### config.mk
export PLATFORM = sky130hd
export DESIGN_NAME = radio_frame_control_regs
export DESIGN_NICKNAME = d
export VERILOG_FILES = /design/src/rtl/radio_frame_control_pkg.sv /design/src/rtl/radio_frame_control_regs.sv
export SDC_FILE = /design/constraint.sdc
export NUM_CORES = 1
export LEC_CHECK = 0
export BUFFER_PORTS_ARGS = -buffer_cell sky130_fd_sc_hd__buf_4
export CORE_ASPECT_RATIO = 0.7
export CORE_UTILIZATION = 45
export CTS_CLUSTER_SIZE = 40
export DETAILED_ROUTE_END_ITERATION = 7
export GPL_TIMING_DRIVEN = 0
export MAX_ROUTING_LAYER = met4
export PLACE_DENSITY_LB_ADDON = 0.1
export SYNTH_ARGS = -nofsm -noshare
export SYNTH_HDL_FRONTEND = slang
export SYNTH_SLANG_ARGS = --single-unit
### constraint.sdc
create_clock -name clock -period 2.6 [get_ports clock]
set_input_delay 0.52 -clock clock [delete_from_list [all_inputs] [get_ports clock]]
set_output_delay 0.52 -clock clock [all_outputs]
set_load 0.005 [all_outputs]
### src/rtl/radio_frame_control_pkg.sv
// constants, register map and carrier types of the radio frame control registers
package radio_frame_control_pkg;

  // ---------------------------------------------------------------------------
  // timing
  // ---------------------------------------------------------------------------
  localparam int CLOCK_PERIOD_NS         = 50;
  localparam int SYMBOL_TIME_NS          = 16000;
  localparam int POST_RX_TIMEOUT_SYMBOLS = 12;
  localparam int POST_RX_TIMEOUT_CYCLES  =
    POST_RX_TIMEOUT_SYMBOLS * SYMBOL_TIME_NS / CLOCK_PERIOD_NS;
  localparam int TIMER_WIDTH             = 12;

  // ---------------------------------------------------------------------------
  // register indices (byte address is four times the index)
  // ---------------------------------------------------------------------------
  localparam logic [15:0] IDX_DAC_OVERRIDE_LOW          = 16'hDF3D;
  localparam logic [15:0] IDX_EXT_ADDRESS_BYTE0         = 16'hDF43;
  localparam logic [15:0] IDX_EXT_ADDRESS_BYTE1         = 16'hDF44;
  localparam logic [15:0] IDX_EXT_ADDRESS_BYTE2         = 16'hDF45;
  localparam logic [15:0] IDX_EXT_ADDRESS_BYTE3         = 16'hDF46;
  localparam logic [15:0] IDX_EXT_ADDRESS_BYTE4         = 16'hDF47;
  localparam logic [15:0] IDX_EXT_ADDRESS_BYTE5         = 16'hDF48;
  localparam logic [15:0] IDX_EXT_ADDRESS_BYTE6         = 16'hDF49;
  localparam logic [15:0] IDX_EXT_ADDRESS_BYTE7         = 16'hDF4A;
  localparam logic [15:0] IDX_NETWORK_ID_HIGH           = 16'hDF4B;
  localparam logic [15:0] IDX_NETWORK_ID_LOW            = 16'hDF4C;
  localparam logic [15:0] IDX_NODE_SHORT_ADDR_HIGH      = 16'hDF4D;
  localparam logic [15:0] IDX_NODE_SHORT_ADDR_LOW       = 16'hDF4E;
  localparam logic [15:0] IDX_RX_THRESHOLD_CONFIG       = 16'hDF4F;
  localparam logic [15:0] IDX_CHANNEL_CLEAR_PIN_CONFIG  = 16'hDF50;
  localparam logic [15:0] IDX_FRAME_DELIM_PIN_CONFIG    = 16'hDF51;
  localparam logic [15:0] IDX_RX_FLAGS_DEBUG_PIN_CONFIG = 16'hDF52;
  localparam logic [15:0] IDX_RX_BUFFER_BYTE_COUNT      = 16'hDF53;
  localparam logic [15:0] IDX_FRAME_SM_CONTROL          = 16'hDF54;

  // ---------------------------------------------------------------------------
  // storage slots, in index order
  // ---------------------------------------------------------------------------
  localparam int NUM_SLOTS        = 19;
  localparam int SLOT_DAC         = 0;
  localparam int SLOT_EXT0        = 1;
  localparam int SLOT_NETID_HIGH  = 9;
  localparam int SLOT_NETID_LOW   = 10;
  localparam int SLOT_SHORT_HIGH  = 11;
  localparam int SLOT_SHORT_LOW   = 12;
  localparam int SLOT_RX_THR      = 13;
  localparam int SLOT_CCA_CFG     = 14;
  localparam int SLOT_SFD_CFG     = 15;
  localparam int SLOT_FLAGS_CFG   = 16;
  localparam int SLOT_RX_COUNT    = 17;
  localparam int SLOT_FSM_CTRL    = 18;

  localparam logic [15:0] SLOT_INDEX [NUM_SLOTS] = '{
    IDX_DAC_OVERRIDE_LOW, IDX_EXT_ADDRESS_BYTE0, IDX_EXT_ADDRESS_BYTE1,
    IDX_EXT_ADDRESS_BYTE2, IDX_EXT_ADDRESS_BYTE3, IDX_EXT_ADDRESS_BYTE4,
    IDX_EXT_ADDRESS_BYTE5, IDX_EXT_ADDRESS_BYTE6, IDX_EXT_ADDRESS_BYTE7,
    IDX_NETWORK_ID_HIGH, IDX_NETWORK_ID_LOW, IDX_NODE_SHORT_ADDR_HIGH,
    IDX_NODE_SHORT_ADDR_LOW, IDX_RX_THRESHOLD_CONFIG, IDX_CHANNEL_CLEAR_PIN_CONFIG,
    IDX_FRAME_DELIM_PIN_CONFIG, IDX_RX_FLAGS_DEBUG_PIN_CONFIG,
    IDX_RX_BUFFER_BYTE_COUNT, IDX_FRAME_SM_CONTROL};

  // writable bits; everything else is reserved or hardware owned
  localparam logic [7:0] SLOT_WRITE_MASK [NUM_SLOTS] = '{
    8'hFF, 8'hFF, 8'hFF, 8'hFF, 8'hFF, 8'hFF, 8'hFF, 8'hFF, 8'hFF,
    8'hFF, 8'hFF, 8'hFF, 8'hFF, 8'h7F, 8'h7F, 8'h7F, 8'h3F, 8'h00, 8'h2F};

  localparam logic [7:0] RX_THR_RESET   = 8'h40;
  localparam logic [7:0] FSM_CTRL_RESET = 8'h21;
  localparam logic [7:0] SLOT_RESET [NUM_SLOTS] = '{
    8'h00, 8'h00, 8'h00, 8'h00, 8'h00, 8'h00, 8'h00, 8'h00, 8'h00,
    8'h00, 8'h00, 8'h00, 8'h00, RX_THR_RESET, 8'h00, 8'h00, 8'h00, 8'h00,
    FSM_CTRL_RESET};

  // ---------------------------------------------------------------------------
  // field positions
  // ---------------------------------------------------------------------------
  localparam int DAC_I_MSB         = 7;
  localparam int DAC_I_LSB         = 6;
  localparam int DAC_Q_MSB         = 5;
  localparam int DAC_Q_LSB         = 0;
  localparam int RX_THR_MSB        = 6;
  localparam int PIN_OE_BIT        = 6;
  localparam int PIN_INVERT_BIT    = 5;
  localparam int PIN_SEL_MSB       = 4;
  localparam int PIN_SEL_LSB       = 0;
  localparam logic [4:0] PIN_SEL_STATUS = 5'h00;
  localparam int DEBUG_SRC_MSB     = 5;
  localparam int DEBUG_SRC_LSB     = 4;
  localparam int THR_OE_BIT        = 3;
  localparam int THR_INVERT_BIT    = 2;
  localparam int AVAIL_OE_BIT      = 1;
  localparam int AVAIL_INVERT_BIT  = 0;
  localparam int ABORT_RX_BIT      = 5;
  localparam int RX_INTERRUPTED_BIT = 4;
  localparam int NO_TURNAROUND_BIT = 3;
  localparam int NO_TIMEOUT_BIT    = 2;
  localparam int PENDING_OR_BIT    = 1;
  localparam int ACCEPT_ACK_BIT    = 0;
  localparam logic [2:0] TX_CONV_SRC_OVERRIDE = 3'h1;

  // port 1 pin lanes of pinOut / pinOutEn
  localparam int LANE_P1_7 = 3;
  localparam int LANE_P1_6 = 2;
  localparam int LANE_P1_5 = 1;
  localparam int LANE_P1_4 = 0;

  // ---------------------------------------------------------------------------
  // types
  // ---------------------------------------------------------------------------
  typedef enum logic [1:0] {
    DEBUG_OFF,
    DEBUG_GAIN_STATUS,
    DEBUG_RAW_IQ,
    DEBUG_FILTERED_IQ
  } debug_source_t;

  typedef struct packed {
    logic [63:0] extAddress;
    logic [15:0] networkId;
    logic [15:0] shortAddr;
  } filter_ids_t;

  typedef struct packed {
    logic       channelClear;
    logic       frameDelim;
    logic       frameComplete;
    logic       rxActive;
    logic       rxEnded;
    logic       receiveOnStrobe;
    logic       commandStrobe;
    logic       txDone;
    logic       controllerPending;
    logic [7:0] byteCount;
  } radio_status_t;

endpackage : radio_frame_control_pkg

### src/rtl/radio_frame_control_regs.sv
// apb register bank and status pin routing of the radio frame controller
//
// The APB interface to the registers is this design's own decision.
`timescale 1ns/100ps

module radio_frame_control_regs (
  input  wire logic                                  clock,
  input  wire logic                                  resetn,
  input  wire logic                                  psel,
  input  wire logic                                  penable,
  input  wire logic                                  pwrite,
  input  wire logic [31:0]                           paddr,
  input  wire logic [31:0]                           pwdata,
  output logic                                       pready,
  output logic [31:0]                                prdata,
  output logic                                       pslverr,
  input  wire radio_frame_control_pkg::radio_status_t radioStatus,
  input  wire logic [2:0]                            txConvSourceSelect,
  output radio_frame_control_pkg::filter_ids_t       filterIds,
  output logic [3:0]                                 pinOut,
  output logic [3:0]                                 pinOutEn,
  output radio_frame_control_pkg::debug_source_t     debugSerialSource,
  output logic [1:0]                                 dacOverrideI,
  output logic [5:0]                                 dacOverrideQ,
  output logic                                       dacOverrideValid,
  output logic                                       abortRx,
  output logic                                       autoRxStart,
  output logic                                       postRxTimeout,
  output logic                                       modulatorPending,
  output logic                                       acceptAcknowledgeFrames
);

  // ---------------------------------------------------------------------------
  // declarations
  // ---------------------------------------------------------------------------
  localparam int NS = radio_frame_control_pkg::NUM_SLOTS;

  typedef enum {
    TIMER_IDLE,
    TIMER_RUN
  } timer_state_t;

  logic [7:0]                                 regStore [NS];
  logic [NS-1:0]                              slotHit;
  logic                                       anyHit;
  logic                                       setupPhase;
  logic                                       writeTaken;
  logic [7:0]                                 readByte;
  logic                                       rxInterrupted;
  logic                                       interruptHit;
  logic                                       rxThresholdFlag;
  logic                                       rxAvailableFlag;
  logic                                       channelClearPinOk;
  logic                                       frameDelimPinOk;
  logic [radio_frame_control_pkg::TIMER_WIDTH-1:0] timeoutCount;
  timer_state_t                               timerState;
  logic [7:0]                                 ccaCfg;
  logic [7:0]                                 sfdCfg;
  logic [7:0]                                 flagsCfg;
  logic [7:0]                                 fsmCfg;

  assign ccaCfg   = regStore[radio_frame_control_pkg::SLOT_CCA_CFG];
  assign sfdCfg   = regStore[radio_frame_control_pkg::SLOT_SFD_CFG];
  assign flagsCfg = regStore[radio_frame_control_pkg::SLOT_FLAGS_CFG];
  assign fsmCfg   = regStore[radio_frame_control_pkg::SLOT_FSM_CTRL];

  // ---------------------------------------------------------------------------
  // apb decode and register storage
  // ---------------------------------------------------------------------------
  assign setupPhase = psel & ~penable;
  assign writeTaken = psel & penable & pready & pwrite & anyHit;
  assign anyHit     = |slotHit;

  genvar s;
  generate
    for (s = 0; s < NS; s++) begin : gSlot
      assign slotHit[s] =
        (paddr == {14'h0000, radio_frame_control_pkg::SLOT_INDEX[s], 2'b00});
      // only writable bits are stored, so reserved bits stay zero
      always_ff @(posedge clock or negedge resetn) begin
        if (!resetn) begin
          regStore[s] <= radio_frame_control_pkg::SLOT_RESET[s];
        end else if (writeTaken && slotHit[s]) begin
          regStore[s] <= pwdata[7:0] & radio_frame_control_pkg::SLOT_WRITE_MASK[s];
        end
      end
    end
  endgenerate

  always_comb begin
    readByte = 8'h00;
    for (int i = 0; i < NS; i++) begin
      if (slotHit[i]) begin
        readByte = readByte | regStore[i];
      end
    end
    if (slotHit[radio_frame_control_pkg::SLOT_RX_COUNT]) begin
      readByte = radioStatus.byteCount;
    end
    if (slotHit[radio_frame_control_pkg::SLOT_FSM_CTRL]) begin
      readByte[radio_frame_control_pkg::RX_INTERRUPTED_BIT] = rxInterrupted;
    end
  end

  // one access cycle: ready is raised for the cycle after every setup
  always_ff @(posedge clock or negedge resetn) begin
    if (!resetn) begin
      pready  <= 1'b0;
      prdata  <= 32'h0000_0000;
      pslverr <= 1'b0;
    end else begin
      pready  <= setupPhase;
      pslverr <= setupPhase & ~anyHit;
      if (setupPhase) begin
        prdata <= pwrite ? 32'h0000_0000 : {24'h00_0000, readByte};
      end
    end
  end

  // ---------------------------------------------------------------------------
  // identifiers for frame filtering
  // ---------------------------------------------------------------------------
  // bytes come straight from storage flops
  assign filterIds.extAddress = {
    regStore[radio_frame_control_pkg::SLOT_EXT0 + 7],
    regStore[radio_frame_control_pkg::SLOT_EXT0 + 6],
    regStore[radio_frame_control_pkg::SLOT_EXT0 + 5],
    regStore[radio_frame_control_pkg::SLOT_EXT0 + 4],
    regStore[radio_frame_control_pkg::SLOT_EXT0 + 3],
    regStore[radio_frame_control_pkg::SLOT_EXT0 + 2],
    regStore[radio_frame_control_pkg::SLOT_EXT0 + 1],
    regStore[radio_frame_control_pkg::SLOT_EXT0]};
  assign filterIds.networkId = {
    regStore[radio_frame_control_pkg::SLOT_NETID_HIGH],
    regStore[radio_frame_control_pkg::SLOT_NETID_LOW]};
  assign filterIds.shortAddr = {
    regStore[radio_frame_control_pkg::SLOT_SHORT_HIGH],
    regStore[radio_frame_control_pkg::SLOT_SHORT_LOW]};

  // ---------------------------------------------------------------------------
  // status pin routing
  // ---------------------------------------------------------------------------
  // the flag compares against the stored level, so a level of 127 still works
  assign rxThresholdFlag = (radioStatus.byteCount >
    {1'b0, regStore[radio_frame_control_pkg::SLOT_RX_THR][radio_frame_control_pkg::RX_THR_MSB:0]})
    | radioStatus.frameComplete;
  assign rxAvailableFlag = (radioStatus.byteCount != 8'h00);

  // a nonzero select clears the output enable, so the status is not driven out
  assign channelClearPinOk = ccaCfg[radio_frame_control_pkg::PIN_OE_BIT] &
    (ccaCfg[radio_frame_control_pkg::PIN_SEL_MSB:radio_frame_control_pkg::PIN_SEL_LSB]
     == radio_frame_control_pkg::PIN_SEL_STATUS);
  assign frameDelimPinOk = sfdCfg[radio_frame_control_pkg::PIN_OE_BIT] &
    (sfdCfg[radio_frame_control_pkg::PIN_SEL_MSB:radio_frame_control_pkg::PIN_SEL_LSB]
     == radio_frame_control_pkg::PIN_SEL_STATUS);

  always_ff @(posedge clock or negedge resetn) begin
    if (!resetn) begin
      pinOut   <= 4'h0;
      pinOutEn <= 4'h0;
    end else begin
      pinOutEn[radio_frame_control_pkg::LANE_P1_7] <= channelClearPinOk;
      pinOut[radio_frame_control_pkg::LANE_P1_7] <= radioStatus.channelClear
        ^ ccaCfg[radio_frame_control_pkg::PIN_INVERT_BIT];
      pinOutEn[radio_frame_control_pkg::LANE_P1_6] <= frameDelimPinOk;
      pinOut[radio_frame_control_pkg::LANE_P1_6] <= radioStatus.frameDelim
        ^ sfdCfg[radio_frame_control_pkg::PIN_INVERT_BIT];
      pinOutEn[radio_frame_control_pkg::LANE_P1_5] <=
        flagsCfg[radio_frame_control_pkg::THR_OE_BIT];
      pinOut[radio_frame_control_pkg::LANE_P1_5] <= rxThresholdFlag
        ^ flagsCfg[radio_frame_control_pkg::THR_INVERT_BIT];
      pinOutEn[radio_frame_control_pkg::LANE_P1_4] <=
        flagsCfg[radio_frame_control_pkg::AVAIL_OE_BIT];
      pinOut[radio_frame_control_pkg::LANE_P1_4] <= rxAvailableFlag
        ^ flagsCfg[radio_frame_control_pkg::AVAIL_INVERT_BIT];
    end
  end

  // ---------------------------------------------------------------------------
  // debug source and converter override
  // ---------------------------------------------------------------------------
  always_ff @(posedge clock or negedge resetn) begin
    if (!resetn) begin
      debugSerialSource <= radio_frame_control_pkg::DEBUG_OFF;
    end else begin
      debugSerialSource <= radio_frame_control_pkg::debug_source_t'(
        flagsCfg[radio_frame_control_pkg::DEBUG_SRC_MSB:radio_frame_control_pkg::DEBUG_SRC_LSB]
      );
    end
  end

  always_ff @(posedge clock or negedge resetn) begin
    if (!resetn) begin
      dacOverrideI     <= 2'h0;
      dacOverrideQ     <= 6'h00;
      dacOverrideValid <= 1'b0;
    end else begin
      dacOverrideI <= regStore[radio_frame_control_pkg::SLOT_DAC]
        [radio_frame_control_pkg::DAC_I_MSB:radio_frame_control_pkg::DAC_I_LSB];
      dacOverrideQ <= regStore[radio_frame_control_pkg::SLOT_DAC]
        [radio_frame_control_pkg::DAC_Q_MSB:radio_frame_control_pkg::DAC_Q_LSB];
      dacOverrideValid <=
        (txConvSourceSelect == radio_frame_control_pkg::TX_CONV_SRC_OVERRIDE);
    end
  end

  // ---------------------------------------------------------------------------
  // frame state machine controls
  // ---------------------------------------------------------------------------
  // a receive-on strobe with abort disabled lets reception continue
  assign interruptHit = radioStatus.commandStrobe & radioStatus.rxActive &
    ~(radioStatus.receiveOnStrobe & ~fsmCfg[radio_frame_control_pkg::ABORT_RX_BIT]);

  // set wins over the clear of a strobe arriving in the same cycle
  always_ff @(posedge clock or negedge resetn) begin
    if (!resetn) begin
      rxInterrupted <= 1'b0;
    end else if (interruptHit) begin
      rxInterrupted <= 1'b1;
    end else if (radioStatus.commandStrobe) begin
      rxInterrupted <= 1'b0;
    end
  end

  always_ff @(posedge clock or negedge resetn) begin
    if (!resetn) begin
      abortRx                 <= 1'b0;
      autoRxStart             <= 1'b0;
      modulatorPending        <= 1'b0;
      acceptAcknowledgeFrames <= 1'b1;
    end else begin
      abortRx <= radioStatus.receiveOnStrobe & radioStatus.rxActive
        & fsmCfg[radio_frame_control_pkg::ABORT_RX_BIT];
      autoRxStart <= radioStatus.txDone
        & ~fsmCfg[radio_frame_control_pkg::NO_TURNAROUND_BIT];
      modulatorPending <= radioStatus.controllerPending
        | fsmCfg[radio_frame_control_pkg::PENDING_OR_BIT];
      acceptAcknowledgeFrames <= fsmCfg[radio_frame_control_pkg::ACCEPT_ACK_BIT];
    end
  end

  // ---------------------------------------------------------------------------
  // post-reception timeout
  // ---------------------------------------------------------------------------
  // a new reception or the disable bit cancels a running timeout
  always_ff @(posedge clock or negedge resetn) begin
    if (!resetn) begin
      timerState    <= TIMER_IDLE;
      timeoutCount  <= '0;
      postRxTimeout <= 1'b0;
    end else begin
      postRxTimeout <= 1'b0;
      unique case (timerState)
        TIMER_IDLE: begin
          if (radioStatus.rxEnded && !fsmCfg[radio_frame_control_pkg::NO_TIMEOUT_BIT]) begin
            timerState   <= TIMER_RUN;
            timeoutCount <= radio_frame_control_pkg::TIMER_WIDTH'(
              radio_frame_control_pkg::POST_RX_TIMEOUT_CYCLES - 1);
          end
        end
        TIMER_RUN: begin
          if (fsmCfg[radio_frame_control_pkg::NO_TIMEOUT_BIT] || radioStatus.rxActive) begin
            timerState <= TIMER_IDLE;
          end else if (timeoutCount == '0) begin
            timerState    <= TIMER_IDLE;
            postRxTimeout <= 1'b1;
          end else begin
            timeoutCount <= timeoutCount - 1'b1;
          end
        end
      endcase
    end
  end

endmodule : radio_frame_control_regs

==> results of run 1 <==
-- placed cells by master, fill, tap and decap left out, drive strengths merged, types with 6 or more instances in the layout --
cell	Yosys	final
a22o	13	13
a221oi	8	8
nor3	15	15
a22oi	14	14
and3	9	9
nand4	6	6
nor2	23	23
inv	14	21
dfrtp	180	180
a21oi	21	21
o211ai	7	7
nor4b	8	8
conb	1	24
clkinv	0	7
xor2	6	6
o21ai	23	23
mux2	138	138
a222oi	6	6
buf	138	337
nand2	51	51
ha	8	8
nor4	17	17
xnor2	7	7
a32oi	7	7
clkbuf	14	31
nand3	15	15
-- routing by layer --
layer,part of all wire,track usage
met2,0.42,0.392
met5,0,-
met1,0.48,0.432
met4,0.016,0.0639
met3,0.084,0.0705
-- cell families after synthesis --
family	count (synthesis)
compound gates	128
flops	184
mux	138
other cells	1
fa+ha+maj	8
simple gates	182
xor+xnor	13
buf+inv	166
-- registers in the layout, summed over array words and instances (netlist names), 2 cells and up --
register	count
regStore	15
sfdCfg	7
fsmCfg	5
ccaCfg	7
timeoutCount	12
pinOutEn	4
dacOverrideQ	6
pinOut	4
dacOverrideI	2
flagsCfg	6
prdata	8
debugSerialSource	2
filterIds	96
-- power groups by stage --
| stage | clock network, mW | logic [mW] | registers, mW |
|---|---|---|---|
| finish | 2.70 | 0.439 | 2.90 |
| global route | 2.86 | 0.483 | 2.91 |
| CTS | 2.73 | 0.434 | 2.90 |
| detailed placement | 0 | 0.429 | 2.96 |
| global placement | 0 | 0.419 | 2.96 |
| floorplan | 0 | 0.183 | 2.96 |
-- path summary, 6_finish.rpt --
path | slack (ns) | depth (start not counted) | to | startpoint
min | 0.01 | 1 | filterIds[63]$_DFFE_PN0P_ | resetn
max in group asynchronous | 1.61 | 2 | filterIds[72]$_DFFE_PN0P_ | resetn
min reg2reg | 0.39 | 0 | acceptAcknowledgeFrames$_DFF_PN1_ | fsmCfg[0]$_DFFE_PN1P_
min in group clock | 0.21 | 2 | dacOverrideValid$_DFF_PN0_ | txConvSourceSelect[2]
max | 0.01 | 8 | filterIds[16]$_DFFE_PN0P_ | paddr[6]
max reg2reg | 0.16 | 4 | regStore[145]$_DFFE_PN0P_ | pready$_DFF_PN0_
-- layout make-up --
type,count,area (um^2)
buffer,152,1100
clock buffer,17,425
clock inverter,15,198
fill,1826,8550
inverter,14,52.6
multi-input combinational,493,4120
sequential,184,4610
tap,276,345
timing repair buffer,199,1520
-- repair_timing --
action | 4_1_cts | 5_1_grt
hold buffers | 0 | 0
pin swaps | 2 | 1
buffers inserted | 4 | 2
setup endpoints to repair | 25 | 37
hold endpoints to repair | 0 | 0
resized for setup | 8 | 9
-- stage by stage --
| step | setup WS [ns] | util | area, um^2 | instances | power, mW |
|---|---|---|---|---|---|
| 3_5_place_dp | -0.705 | 0.555 | 11600 | 1312 | 3.39 |
| 5_1_grt | -0.00871 | 0.591 | 12400 | 1350 | 6.25 |
| 6_report | 0.0107 | 0.591 | 12400 | 1350 | 6.04 |
| 3_3_place_gp | -0.736 | 0.553 | 11600 | 1311 | 3.38 |
| 4_1_cts | -0.0189 | 0.588 | 12300 | 1348 | 6.07 |
| 2_1_floorplan | 0.283 | - | 9790 | 843 | 3.14 |
==> impl_metrics.json, run 1 <==
{
  "status": "completed",
  "max-slew-margin-rel": 0.270,
  "syn_inst": 820,
  "synth_compound_area_frac": 0.0966,
  "grt_max_degree": 120,
  "critPathTopFamily": "simple AND/OR/NAND/NOR gates",
  "pin_count": 243,
  "die_area_um2": 22200,
  "finClkSkew_ns": 0.00985,
  "crit_fanout": 8,
  "ys_top_cells_by_area": "dfrtp_1, mux2_2, buf_4",
  "yosys.area.top_type": "dfrtp_1",
  "synthXorXnorAreaFrac": 0.0117,
  "wl_per_cell_um": 22.6,
  "hpwlAfterDp_um": 22700,
  "fin_tns_setup_ns": 0,
  "drt-total-wl_um": 30500,
  "drt-vias-per-instance": 5.57,
  "antenna_cells": 0,
  "ys_ff_latch": 184,
  "p_comb_frac": 0.073,
  "synthAdderAreaFrac": 0.0103,
  "hp-class": "in -> async",
  "first_global_vias": 7158,
  "core_area_um2": 20900,
  "cts_num_sinks": 184,
  "min_period_over_period": 0.996,
  "power.density_nw_per_um2": 488,
  "drive_above_1_share": 0.527,
  "fmaxAchievable_ghz": 0.386,
  "postRouteAntennaNets": 0,
  "yosys.cell_types.count": 77,
  "critical_path_class": "in -> reg",
  "clockBufferDepth": 2,
  "drc": 0,
  "clk_pin_slew_worst_paths_ns": 0.08,
  "via_count": 7519,
  "nNetsFinal": 1158,
  "yosysMostFrequentCell": "dfrtp_1",
  "yosysSeqAreaShare": 0.475,
  "cts_buffers": 17,
  "netlist.area_leader.share": 0.464,
  "track_usage": 0.289,
  "setup_viol": 0,
  "die_w_um": 178,
  "synth_top_family_by_area": "multiplexers",
  "worst_pin_slew_ns": 1.08,
  "clock-root-buffer": "clkbuf_16",
  "gp_congestion": 0.941,
  "worstSetupEndpointType": "register",
  "synthArstFlopShare": 1.00,
  "critPathLaunchType": "input port",
  "p_clk_frac": 0.447,
  "cts_htree_levels": 4,
  "irDropWorstVdd_v": 0.000407,
  "fp-row-count": 44,
  "grt_pass1_wl_um": 45300,
  "synth_mux_area_frac": 0.160,
  "p_switching_mw": 1.59,
  "firstDrtPassIters": 8,
  "hold_viol": 0,
  "clock_latency_ns": 0.45,
  "p_leak_nw": 6.23,
  "synth_commonest_cells": "dfrtp_1, mux2_2, buf_4",
  "overflow": 0,
  "seq_power_share": 0.481,
  "crit_required_ns": 2.93,
  "final_max_slew_viol_count": 0,
  "start_util": 0.464,
  "cts_tree": "yes",
  "antenna_found_initial": 0,
  "syn_area_per_cell_um2": 11.8,
  "whs_ns": 0.0135,
  "max_stage_delay_ns": 0.39,
  "drtIter0Drc": 686,
  "slowest_stage": "and3_1",
  "critPathArrivalTime_ns": 2.92,
  "portBuffers": 192,
  "die_y_um": 125,
  "synth_warnings": 0,
  "drv_cap": 0,
  "area_growth_pct": 27.5,
  "path_buf_inv": 3,
  "period_minus_slack_ns": 2.59,
  "crit_chain": "buf_2 > nor4bb_1 > clkbuf_2 > and3_1 > and3_1 > and2_1 > buf_2 > mux2_2",
  "synthSimpleGateAreaFrac": 0.128,
  "synth_area_um2": 9700,
  "p_int_mw": 4.46,
  "synth_edf_count": 0,
  "synth_ff_type": "dfrtp_1",
  "switching_share": 0.263
}
Power figures use the tool's default switching activity.
==> run 2, diff against run 1 <==
--- a/config.mk
+++ b/config.mk
@@ -7,6 +7,7 @@
 export LEC_CHECK = 0
 export BUFFER_PORTS_ARGS = -buffer_cell sky130_fd_sc_hd__buf_4
 export CORE_ASPECT_RATIO = 0.7
+export CORE_MARGIN = 2
 export CORE_UTILIZATION = 45
 export CTS_CLUSTER_SIZE = 40
 export DETAILED_ROUTE_END_ITERATION = 7
==> run 2 against run 1 <==
Compared with the run above:
- the run now ends with design-rule violations, negative hold slack left
- die area up 2.7%
- utilization about the same
- sequential power about the same
- setup slack better by 0.091 ns
- non-clock buffer count up 2
- final area about the same
- critical path depth up 1
- highest routed layer unchanged
- sequential share of layout area about the same
- power down 1.5%
- final cell count up 0.30%
- clock power down 3%
==> impl_metrics.json, run 2 (synthesized netlist as in run 1, its figures left out) <==
{
  "hold_viol": 4,
  "pin_count": 243,
  "cts_tree": "yes",
  "path_buf_inv": 2,
  "grt_max_degree": 120,
  "switching_share": 0.255,
  "nNetsFinal": 1160,
  "postRouteAntennaNets": 0,
  "violations": "design-rule violations, negative hold slack",
  "critPathTopFamily": "simple AND/OR/NAND/NOR gates",
  "power.density_nw_per_um2": 481,
  "period_minus_slack_ns": 2.50,
  "crit_required_ns": 2.95,
  "p_int_mw": 4.43,
  "drv_cap": 0,
  "layout_commonest_cell": "buf_4",
  "final_cell_mix": "buf_4, dfrtp_1, mux2_2",
  "critical_path_class": "in -> reg",
  "status": "finished, violations left",
  "via_count": 7555,
  "holdBufCountCts": 0,
  "cts_htree_levels": 4,
  "fmaxAchievable_ghz": 0.400,
  "antenna_found_initial": 1,
  "track_usage": 0.278,
  "p_switching_mw": 1.51,
  "hp-class": "in -> async",
  "clock_latency_ns": 0.44,
  "firstDrtPassIters": 8,
  "worstSetupEndpointType": "register",
  "finClkSkew_ns": 0.00592,
  "irDropWorstVdd_v": 0.000453,
  "wl_per_cell_um": 22.7,
  "start_util": 0.464,
  "critPathLaunchType": "input port",
  "hpwlAfterDp_um": 23100,
  "first_global_vias": 7262,
  "crit_fanout": 10,
  "final_max_slew_viol_count": 0,
  "postPlaceCellArea_um2": 11600,
  "drive_above_1_share": 0.529,
  "p_total_mw": 5.95,
  "cts_buffers": 17,
  "cts_num_sinks": 184,
  "worst_pin_slew_ns": 0.725,
  "fp-row-count": 44,
  "overflow": 0,
  "drt-total-wl_um": 30700,
  "gp_congestion": 0.979,
  "p_clk_frac": 0.438,
  "clock-root-buffer": "clkbuf_16",
  "min_period_over_period": 0.961,
  "core_area_um2": 20900,
  "rsz0062_at_grt": "no",
  "largest_register_ffs": 96,
  "p_comb_frac": 0.074,
  "portBuffers": 192,
  "whs_ns": -0.00432,
  "seq_power_share": 0.488,
  "die_w_um": 180,
  "area_growth_pct": 27.6,
  "design_area_um2": 12400,
  "drtIter0Drc": 607,
  "drc": 5,
  "setup_viol": 0,
  "grt_pass1_wl_um": 45800,
  "max_stage_delay_ns": 0.65,
  "slowest_stage": "or4b_1",
  "max-slew-margin-rel": 0.513,
  "die_area_um2": 22800,
  "reg2reg_from": "pready$_DFF_PN0_",
  "die_y_um": 127,
  "crit_start": "paddr[3]",
  "clk_pin_slew_worst_paths_ns": 0.07,
  "drt-vias-per-instance": 5.58,
  "p_leak_nw": 6.22,
  "crit_chain": "buf_4 > buf_2 > or4b_1 > nor3_4 > a22oi_1 > o21ai_0 > a21oi_1 > o211a_1 > a32oi_1",
  "clockBufferDepth": 2,
  "critPathArrivalTime_ns": 2.85
}
==> run 2: cell count changes in the layout (fill, tap and decap cells not counted), sizes merged <==
cell      change
buf           +2
clkbuf        +2
clkinv        -5
clkinvlp      +4
diode         +2
inv           -1
==> run 2: path summary, 6_finish.rpt <==
path                                                      to  slack (ns)  depth (start not counted)
max                                    prdata[2]$_DFFE_PN0P_        0.10                          9
min                                filterIds[63]$_DFFE_PN0P_      -0.004                          1
max reg2reg                        regStore[145]$_DFFE_PN0P_        0.16                          4
min reg2reg                acceptAcknowledgeFrames$_DFF_PN1_        0.39                          0
max in group asynchronous          filterIds[18]$_DFFE_PN0P_        1.62                          2
min in group clock                dacOverrideValid$_DFF_PN0_        0.22                          2
==> run 2: what timing repair did <==
item,CTS,global route
resized for setup,6,14
endpoints found under the setup margin,40,63
setup buffers,3,5
pin swaps,1,3
==> run 2: cell type report <==
class / count / area (um^2)
Fill cell: 1830 / 8540
Sequential cell: 184 / 4610
Multi-Input combinational cell: 493 / 4140
Timing Repair Buffer: 201 / 1550
Buffer: 152 / 1100
Clock buffer: 19 / 443
Tap cell: 276 / 345
Clock inverter: 13 / 136
Inverter: 14 / 52.6
Antenna cell: 2 / 5.00
==> run 2: worst register-to-register path: stages (launching register included) <==
cell	delay [ns]
dfrtp_1	0.35
and4_1	0.40
buf_1	0.55
nor3b_4	0.62
mux2_2	0.41
==> run 2: power by group through the flow <==
stage | registers [mW] | clock network [mW] | logic (mW)
2_1_floorplan | 2.96 | 0 | 0.183
3_3_place_gp | 2.96 | 0 | 0.416
3_5_place_dp | 2.96 | 0 | 0.426
4_1_cts | 2.91 | 2.63 | 0.431
5_1_grt | 2.91 | 2.76 | 0.482
6_report | 2.91 | 2.61 | 0.438
==> run 2: through the flow <==
stage	utilization	setup slack, ns	hold WS (ns)	instances	TNS, ns
after floorplan	-	0.283	0.224	843	0
after global placement	0.553	-0.797	0.379	1311	-89.46
after detailed placement	0.555	-0.805	0.380	1312	-52.98
after CTS	0.586	-0.00190	0.0321	1347	-0.00190
after global routing	0.592	0.0109	0.0454	1353	0
final	0.592	0.102	-0.00432	1354	0
==> run 2: per-layer routing <==
layer / global-route usage / wire [um]
met5: - / 0
met4: 0.0708 / 607
met3: 0.0899 / 2860
met2: 0.374 / 12700
met1: 0.401 / 14500
